File: src/asc_defs.svh
// Purpose: constants for the amplifier standby control block
// Assumes: 100 MHz system clock
// Notes: counts derived from times by integer division, rounding down
`ifndef ASC_DEFS_SVH
`define ASC_DEFS_SVH
`define ASC_CLK_PERIOD_NS 10
`define ASC_BCLK_TIMEOUT_NS 2000
`define ASC_BCLK_TIMEOUT_CYC ((`ASC_BCLK_TIMEOUT_NS) / (`ASC_CLK_PERIOD_NS))
`define ASC_WS_TIMEOUT_BCLK 128
`define ASC_LOCK_SETTLE_CYC 16
`define ASC_ADDR_BASE 7'h68
`define ASC_EN_WIDTH 4
`define ASC_FIFO_DEPTH 8
`define ASC_SAMPLE_W 32
`endif

File: src/asc_pkg.sv
// Purpose: types for the amplifier standby control block
// Assumes: nothing
// Notes: state machine states only
package asc_pkg;
    typedef enum logic [2:0] {
        ASC_STANDBY,
        ASC_WAIT_LINK,
        ASC_LOCKING,
        ASC_ACTIVE
    } asc_state_t;
endpackage

File: src/asc_fifo.sv
// Purpose: sample FIFO between link capture and amplifier output
// Assumes: one clock, synchronous flush
// Notes: depth must be a power of two
`timescale 1ns/1ps
module asc_fifo #(
    parameter int WIDTH = 32,
    parameter int DEPTH = 8
) (
    input wire logic clk_sys_i,
    input wire logic reset_i,
    input wire logic flush_i,
    input wire logic in_valid_i,
    output logic in_ready_o,
    input wire logic [WIDTH-1:0] in_data_i,
    output logic out_valid_o,
    input wire logic out_ready_i,
    output logic [WIDTH-1:0] out_data_o
);
    localparam int AW = $clog2(DEPTH);
    typedef struct packed {
        logic [AW:0] wr;
        logic [AW:0] rd;
    } asc_fifo_st_t;
    asc_fifo_st_t s_q, s_d;
    logic [WIDTH-1:0] mem [DEPTH];
    logic full, empty, push, pop;

    assign empty = (s_q.wr == s_q.rd);
    assign full = (s_q.wr[AW-1:0] == s_q.rd[AW-1:0]) && !empty;
    assign push = in_valid_i && !full;
    assign pop = out_ready_i && !empty;
    assign in_ready_o = !full;
    assign out_valid_o = !empty;
    assign out_data_o = mem[s_q.rd[AW-1:0]];

    always_comb begin
        s_d = s_q;
        if (flush_i) begin
            s_d.wr = '0;
            s_d.rd = '0;
        end else begin
            if (push) s_d.wr = s_q.wr + 1'b1;
            if (pop) s_d.rd = s_q.rd + 1'b1;
        end
    end

    always_ff @(posedge clk_sys_i or posedge reset_i) begin
        if (reset_i) begin
            s_q <= '0;
        end else begin
            s_q <= s_d;
        end
    end

    always_ff @(posedge clk_sys_i) begin
        if (push && !flush_i) begin
            mem[s_q.wr[AW-1:0]] <= in_data_i;
        end
    end
endmodule // asc_fifo

File: src/asc_standby_ctrl.sv
// Purpose: standby and reset control state machine of a digital-input amp
// Assumes: link clock and pins asynchronous to clk_sys_i, sampled twice
// Notes: slave serial control itself sits outside; this block gates it
`timescale 1ns/1ps
`include "asc_defs.svh"

module asc_standby_ctrl #(
    parameter int EN_W = `ASC_EN_WIDTH,
    parameter int SAMPLE_W = `ASC_SAMPLE_W,
    parameter int FIFO_DEPTH = `ASC_FIFO_DEPTH,
    parameter int BCLK_TIMEOUT = `ASC_BCLK_TIMEOUT_CYC,
    parameter int WS_TIMEOUT = `ASC_WS_TIMEOUT_BCLK
) (
    input wire logic clk_sys_i,
    input wire logic reset_i,
    input wire logic [EN_W-1:0] enable_pins_i,
    input wire logic link_bclk_i,
    input wire logic link_ws_i,
    input wire logic link_sd_i,
    input wire logic pll_locked_i,
    input wire logic mute_n_i,
    input wire logic fault_open_load_i,
    input wire logic fault_short_i,
    input wire logic fault_thermal_i,
    input wire logic amp_ready_i,
    output asc_pkg::asc_state_t state_o,
    output logic [6:0] slave_addr_o,
    output logic slave_en_o,
    output logic regs_default_o,
    output logic amp_reset_o,
    output logic diag_irq_n_o,
    output logic muted_o,
    output logic [SAMPLE_W-1:0] sample_o,
    output logic sample_valid_o,
    output logic scl_oe_o,
    output logic sda_oe_o
);
    import asc_pkg::*;

    localparam int BCW = $clog2(BCLK_TIMEOUT + 1);
    localparam int WSW = $clog2(WS_TIMEOUT + 1);
    localparam int SW = $clog2(SAMPLE_W + 1);

    typedef struct packed {
        logic [EN_W-1:0] en_s1, en_s2;
        logic [2:0] bclk_s1, bclk_s2, bclk_s3;
        logic ws_s1, ws_s2, sd_s1, sd_s2;
        logic lock_s1, lock_s2, mute_s1, mute_s2;
        logic [2:0] flt_s1, flt_s2;
        logic ws_prev;
        logic [BCW-1:0] bclk_idle;
        logic [WSW-1:0] ws_idle;
        logic [SW-1:0] bit_cnt;
        logic [SAMPLE_W-1:0] shreg;
        logic frame_ok;
        logic [4:0] settle;
        asc_state_t st;
        logic [6:0] addr;
        logic slave_en, regs_def, amp_rst, irq_n, muted;
        logic [SAMPLE_W-1:0] sample;
        logic [SAMPLE_W-1:0] cap;
        logic sample_v;
        logic cap_valid;
    } asc_st_t;

    asc_st_t s_q, s_d;
    logic bclk_rise, link_ok, en_legal, fifo_in_ready;
    logic fifo_out_valid;
    logic [SAMPLE_W-1:0] fifo_out_data;

    // bclk_s2 is the second synchroniser stage; edge taken from s2 vs s3
    assign bclk_rise = s_q.bclk_s2[0] && !s_q.bclk_s3[0];
    assign link_ok = (s_q.bclk_idle < BCW'(BCLK_TIMEOUT)) && s_q.frame_ok;
    // Only the low three enable bits pick the address; any nonzero is legal
    assign en_legal = |s_q.en_s2;
    assign state_o = s_q.st;
    assign slave_addr_o = s_q.addr;
    assign slave_en_o = s_q.slave_en;
    assign regs_default_o = s_q.regs_def;
    assign amp_reset_o = s_q.amp_rst;
    assign diag_irq_n_o = s_q.irq_n;
    assign muted_o = s_q.muted;
    assign sample_o = s_q.sample;
    assign sample_valid_o = s_q.sample_v;
    // The block never drives the control bus lines as master
    assign scl_oe_o = 1'b0;
    assign sda_oe_o = 1'b0;

    always_comb begin
        s_d = s_q;
        s_d.en_s1 = enable_pins_i;
        s_d.en_s2 = s_q.en_s1;
        s_d.bclk_s1 = {2'b00, link_bclk_i};
        s_d.bclk_s2 = s_q.bclk_s1;
        s_d.bclk_s3 = s_q.bclk_s2;
        s_d.ws_s1 = link_ws_i;
        s_d.ws_s2 = s_q.ws_s1;
        s_d.sd_s1 = link_sd_i;
        s_d.sd_s2 = s_q.sd_s1;
        s_d.lock_s1 = pll_locked_i;
        s_d.lock_s2 = s_q.lock_s1;
        s_d.mute_s1 = mute_n_i;
        s_d.mute_s2 = s_q.mute_s1;
        s_d.flt_s1 = {fault_thermal_i, fault_short_i, fault_open_load_i};
        s_d.flt_s2 = s_q.flt_s1;
        s_d.cap_valid = 1'b0;

        // Bit clock watchdog: a stalled clock means the stream is absent
        if (bclk_rise) begin
            s_d.bclk_idle = '0;
        end else if (s_q.bclk_idle < BCW'(BCLK_TIMEOUT)) begin
            s_d.bclk_idle = s_q.bclk_idle + 1'b1;
        end

        // Word select must toggle and frames must hold exactly SAMPLE_W bits
        if (bclk_rise) begin
            s_d.ws_prev = s_q.ws_s2;
            s_d.shreg = {s_q.shreg[SAMPLE_W-2:0], s_q.sd_s2};
            if (s_q.ws_s2 != s_q.ws_prev) begin
                s_d.ws_idle = '0;
                if (!s_q.ws_s2) begin
                    s_d.frame_ok = (s_q.bit_cnt == SW'(SAMPLE_W));
                    s_d.bit_cnt = SW'(1);
                    // Own holding word, so the output path cannot corrupt it
                    s_d.cap = s_q.shreg;
                    s_d.cap_valid = s_q.bit_cnt == SW'(SAMPLE_W);
                end else begin
                    s_d.bit_cnt = s_q.bit_cnt + 1'b1;
                end
            end else begin
                if (s_q.bit_cnt <= SW'(SAMPLE_W)) begin
                    s_d.bit_cnt = s_q.bit_cnt + 1'b1;
                end
                if (s_q.ws_idle < WSW'(WS_TIMEOUT)) begin
                    s_d.ws_idle = s_q.ws_idle + 1'b1;
                end else begin
                    s_d.frame_ok = 1'b0;
                end
            end
        end
        if (s_q.bclk_idle >= BCW'(BCLK_TIMEOUT)) begin
            s_d.frame_ok = 1'b0;
        end

        s_d.muted = !s_q.mute_s2;
        s_d.sample_v = fifo_out_valid && s_q.st == ASC_ACTIVE;
        // Next mute level, so a sample never leaves beside a stale flag
        if (fifo_out_valid) begin
            s_d.sample = s_d.muted ? '0 : fifo_out_data;
        end
        s_d.irq_n = !(|s_q.flt_s2);

        unique case (s_q.st)
            ASC_STANDBY: begin
                s_d.amp_rst = 1'b1;
                s_d.slave_en = 1'b0;
                s_d.regs_def = 1'b1;
                if (en_legal && link_ok) begin
                    s_d.addr = `ASC_ADDR_BASE | {4'h0, s_q.en_s2[2:0]};
                    s_d.st = ASC_WAIT_LINK;
                end
            end
            ASC_WAIT_LINK: begin
                if (!en_legal || !link_ok) begin
                    s_d.st = ASC_STANDBY;
                end else if (s_q.lock_s2) begin
                    s_d.settle = '0;
                    s_d.st = ASC_LOCKING;
                end
            end
            ASC_LOCKING: begin
                if (!en_legal || !link_ok || !s_q.lock_s2) begin
                    s_d.st = ASC_STANDBY;
                end else if (s_q.settle == 5'(`ASC_LOCK_SETTLE_CYC)) begin
                    s_d.st = ASC_ACTIVE;
                    s_d.amp_rst = 1'b0;
                    s_d.slave_en = 1'b1;
                    s_d.regs_def = 1'b1;
                end else begin
                    s_d.settle = s_q.settle + 1'b1;
                end
            end
            ASC_ACTIVE: begin
                // Defaults hold only until the first bus access
                if (amp_ready_i) s_d.regs_def = 1'b0;
                if (!en_legal) begin
                    s_d.st = ASC_STANDBY;
                    s_d.amp_rst = 1'b1;
                    s_d.slave_en = 1'b0;
                    s_d.regs_def = 1'b1;
                end else if (!s_q.lock_s2 || !link_ok) begin
                    s_d.st = ASC_STANDBY;
                    s_d.amp_rst = 1'b1;
                    s_d.slave_en = 1'b0;
                    s_d.regs_def = 1'b1;
                end
            end
            default: begin
                s_d.st = ASC_STANDBY;
                s_d.amp_rst = 1'b1;
                s_d.slave_en = 1'b0;
                s_d.regs_def = 1'b1;
            end
        endcase
    end

    always_ff @(posedge clk_sys_i or posedge reset_i) begin
        if (reset_i) begin
            s_q <= '0;
            s_q.st <= ASC_STANDBY;
            s_q.amp_rst <= 1'b1;
            s_q.regs_def <= 1'b1;
            s_q.irq_n <= 1'b1;
            s_q.muted <= 1'b1;
            s_q.bclk_idle <= BCW'(BCLK_TIMEOUT);
        end else begin
            s_q <= s_d;
        end
    end

    // Samples buffered so the output side can pace itself; flushed in standby
    asc_fifo #(
        .WIDTH(SAMPLE_W),
        .DEPTH(FIFO_DEPTH)
    ) u_fifo (
        .clk_sys_i(clk_sys_i),
        .reset_i(reset_i),
        .flush_i(s_q.st != ASC_ACTIVE),
        .in_valid_i(s_q.cap_valid),
        .in_ready_o(fifo_in_ready),
        .in_data_i(s_q.cap),
        .out_valid_o(fifo_out_valid),
        .out_ready_i(amp_ready_i),
        .out_data_o(fifo_out_data)
    );
endmodule // asc_standby_ctrl

File: config.mk
export PLATFORM = sky130hd
export DESIGN_NAME = asc_standby_ctrl
export DESIGN_NICKNAME = d
export VERILOG_FILES = /design/src/asc_pkg.sv /design/src/asc_fifo.sv /design/src/asc_standby_ctrl.sv
export VERILOG_INCLUDE_DIRS = /design/src
export SDC_FILE = /design/constraint.sdc
export NUM_CORES = 1
export LEC_CHECK = 0
export BUFFER_PORTS_ARGS = -buffer_cell sky130_fd_sc_hd__buf_2
export CORE_MARGIN = 4
export CORE_UTILIZATION = 25
export CTS_CLUSTER_SIZE = 28
export DETAILED_ROUTE_END_ITERATION = 16
export PLACE_DENSITY = 0.48
export SYNTH_ARGS = -nofsm -noshare
export SYNTH_HDL_FRONTEND = slang
export SYNTH_HIERARCHICAL = 1
export SYNTH_SLANG_ARGS = --single-unit
File: constraint.sdc
create_clock -name clk_sys_i -period 6.8 [get_ports clk_sys_i]
set_input_delay 0.68 -clock clk_sys_i [delete_from_list [all_inputs] [get_ports clk_sys_i]]
set_output_delay 0.68 -clock clk_sys_i [all_outputs]
set_load 0.02 [all_outputs]
==> qor.csv <==
metric,value,unit
H-Tree Depth,2,
initial antenna violation count,1,
R2R Path Start,u_fifo/s_q[1],
Final Hold Fails,0,
total die area,72800,um2
Leak Pwr,0.00741,uW
CP Capture Type,register,
Least-Margin Pin Slew,1.21,ns
# hold bufs at CTS,0,
Layout Skew,0.0288,ns
Core Area,67500,um2
pwr dens,290,nW/um2
CP max stage delay,0.86,ns
Die Width,270,um
Place WS,3.75,ns
Max VDD drop,201,uV
f_max,331,MHz
# rows,95,
status,"finished, final reports clean",
clock-pin slew on the worst setup and hold paths,0.06,ns
routed len/inst,17.2,um
ant diodes,0,
beginning of the critical path,u_fifo/s_q[1],
fin. max-slew vios,0,
worst relative slew slack,0.190,
fraction of layout cells with a size suffix above 1,0.275,
CP required,7.08,ns
first-pass GRT wire length,56.0,mm
RSZ-0062 raised after global routing,false,
Clock Tree Buf Depth,3,
Final nets,1154,
chip height,270,um
Detail Placement HPWL,20.2,mm
"Avg Cell Area, Syn",15.8,um2
Vias/cell,4.27,
critical path's top delay family,buffers and inverters,
DRT Pass-1 Iters,4,
DRC viols,0,
Tot GR Track Use,0.0973,
Root Buffer,clkbuf_16,
CP max-delay cell,nor4_1,
Final Cycle Share,0.444,
initial core utilization,0.254,
post-CTS resize count,0,
Detail Route Antenna Nets,0,
"Clk Latency, worst-skew pair",0.58,ns
postcts setup bufs,0,
MaxCap Viol Count,0,
min-delay worst type,input pin to async pin,
Worst Hold Slack,0.125,ns
CTS tree,built,
vias in the first global route,9318,
post-synthesis cell count,1082,
final wirelength,35.1,mm
Pwr Total,5750,uW
Num CTS Buffers,49,
Worst EP arrival,3.29,ns
WP buf/inv,2,
Post-Syn Area,17100,um2
Num Clock Sinks,427,
critical path class,register to register,
most frequent CP cell,buf_4,
number of DRC markers in iteration 0,495,
Boundary Pins,65,
Layout area overhead,15.6,%
routability cong.,0.698,
crit-path cells,buf_4 > xor2_1 > nor4_1 > nor4_2 > buf_4,
crit path time final,3.02,ns
Setup-failing EPs final,0,
Vias,8688,
PortBufs,60,
Setup TNS Final,0,ns
total gr overflow,0,
"Worst Setup Slack, final",3.78,ns
filler cell count,6725,
maximum fanout along the worst path,68,
Worst setup SP type,register,
Synth Warn #,6,
largest net degree at the start of global routing,93,
[worst reg2reg max path: stages, from the launching register on]
cell	delay, ns
dfrtp_2	0.36
buf_4	0.81
xor2_1	0.23
nor4_1	0.86
nor4_2	0.14
buf_4	0.31
[placed cells by master, fill, tap and decap left out, types with 4 or more instances in the layout]
cell type	count
a21oi_1	4
a31oi_1	6
and2_1	5
and3_1	4
buf_2	60
buf_4	20
bufinv_16	5
clkbuf_1	6
clkbuf_16	49
clkbuf_8	5
clkinv_1	6
clkinv_2	10
conb_1	4
dfrtp_1	161
dfstp_2	7
edfxtp_1	256
ha_1	14
inv_1	52
inv_6	6
mux2_2	61
mux2_4	10
mux2i_1	5
mux4_2	64
nand2_1	147
nand2b_1	8
nand3_1	10
nand4_1	9
nor2_1	23
nor2b_1	6
nor3_2	4
o211ai_1	4
o21ai_0	47
o31ai_1	6
or3_1	4
xnor2_1	8
xor2_1	9
[cell type report]
type | count | area [um2] | share of cell area
Multi-Input combinational cell | 514 | 4470 | 0.226
Clock buffer | 60 | 1320 | 0.0665
Inverter | 53 | 206 | 0.0104
Sequential cell | 427 | 12000 | 0.605
Tap cell | 873 | 1090 | 0.0551
Timing Repair Buffer | 80 | 450 | 0.0227
Clock inverter | 30 | 299 | 0.0151
[worst paths after layout]
check                                         end  slack [ns]  depth (start not counted)
worst max register to register  u_fifo/mem[4][31]        3.78                          5
worst min register to register           s_q[167]        0.34                          0
worst max-delay path            u_fifo/mem[4][31]        3.78                          5
worst min-delay path                u_fifo/s_q[6]        0.12                          2
max in group asynchronous                s_d[144]        5.13                          3
min in group clk_sys_i                   s_d[165]        0.21                          1
[registers in the layout (all words and copies together), names as in the netlist, 2 cells and up]
| register | cells |
|---|---|
| s_q | 106 |
| s_d | 13 |
| state_o | 2 |
| u_fifo/mem | 256 |
| slave_addr_o | 4 |
| u_fifo/s_q | 8 |
| sample_o | 32 |
[where the power goes]
group | internal (uW) | switching (uW) | total, uW
Sequential | 2860 | 97.3 | 2960
Combinational | 67.1 | 93.5 | 161
Clock | 1570 | 1060 | 2630
Total | 4500 | 1250 | 5750
[metrics by stage]
stage,instance area (um2),std cells,utilization
3_5_place_dp,18200,1947,0.270
4_1_cts,19800,2037,0.294
5_1_grt,19800,2037,0.294
2_1_floorplan,17200,1085,-
3_3_place_gp,18200,1947,0.270
6_report,19800,2037,0.294
[layer usage]
layer / share of wire / up-vias / GRT usage
met5: 0 / - / 0
met3: 0.044 / 58 / 0.0243
met1: 0.44 / 4481 / 0.126
li1: - / 4026 / -
met4: 0.023 / 0 / 0.0270
met2: 0.49 / 123 / 0.163
Note: power is estimated with default switching activity, not from simulation.
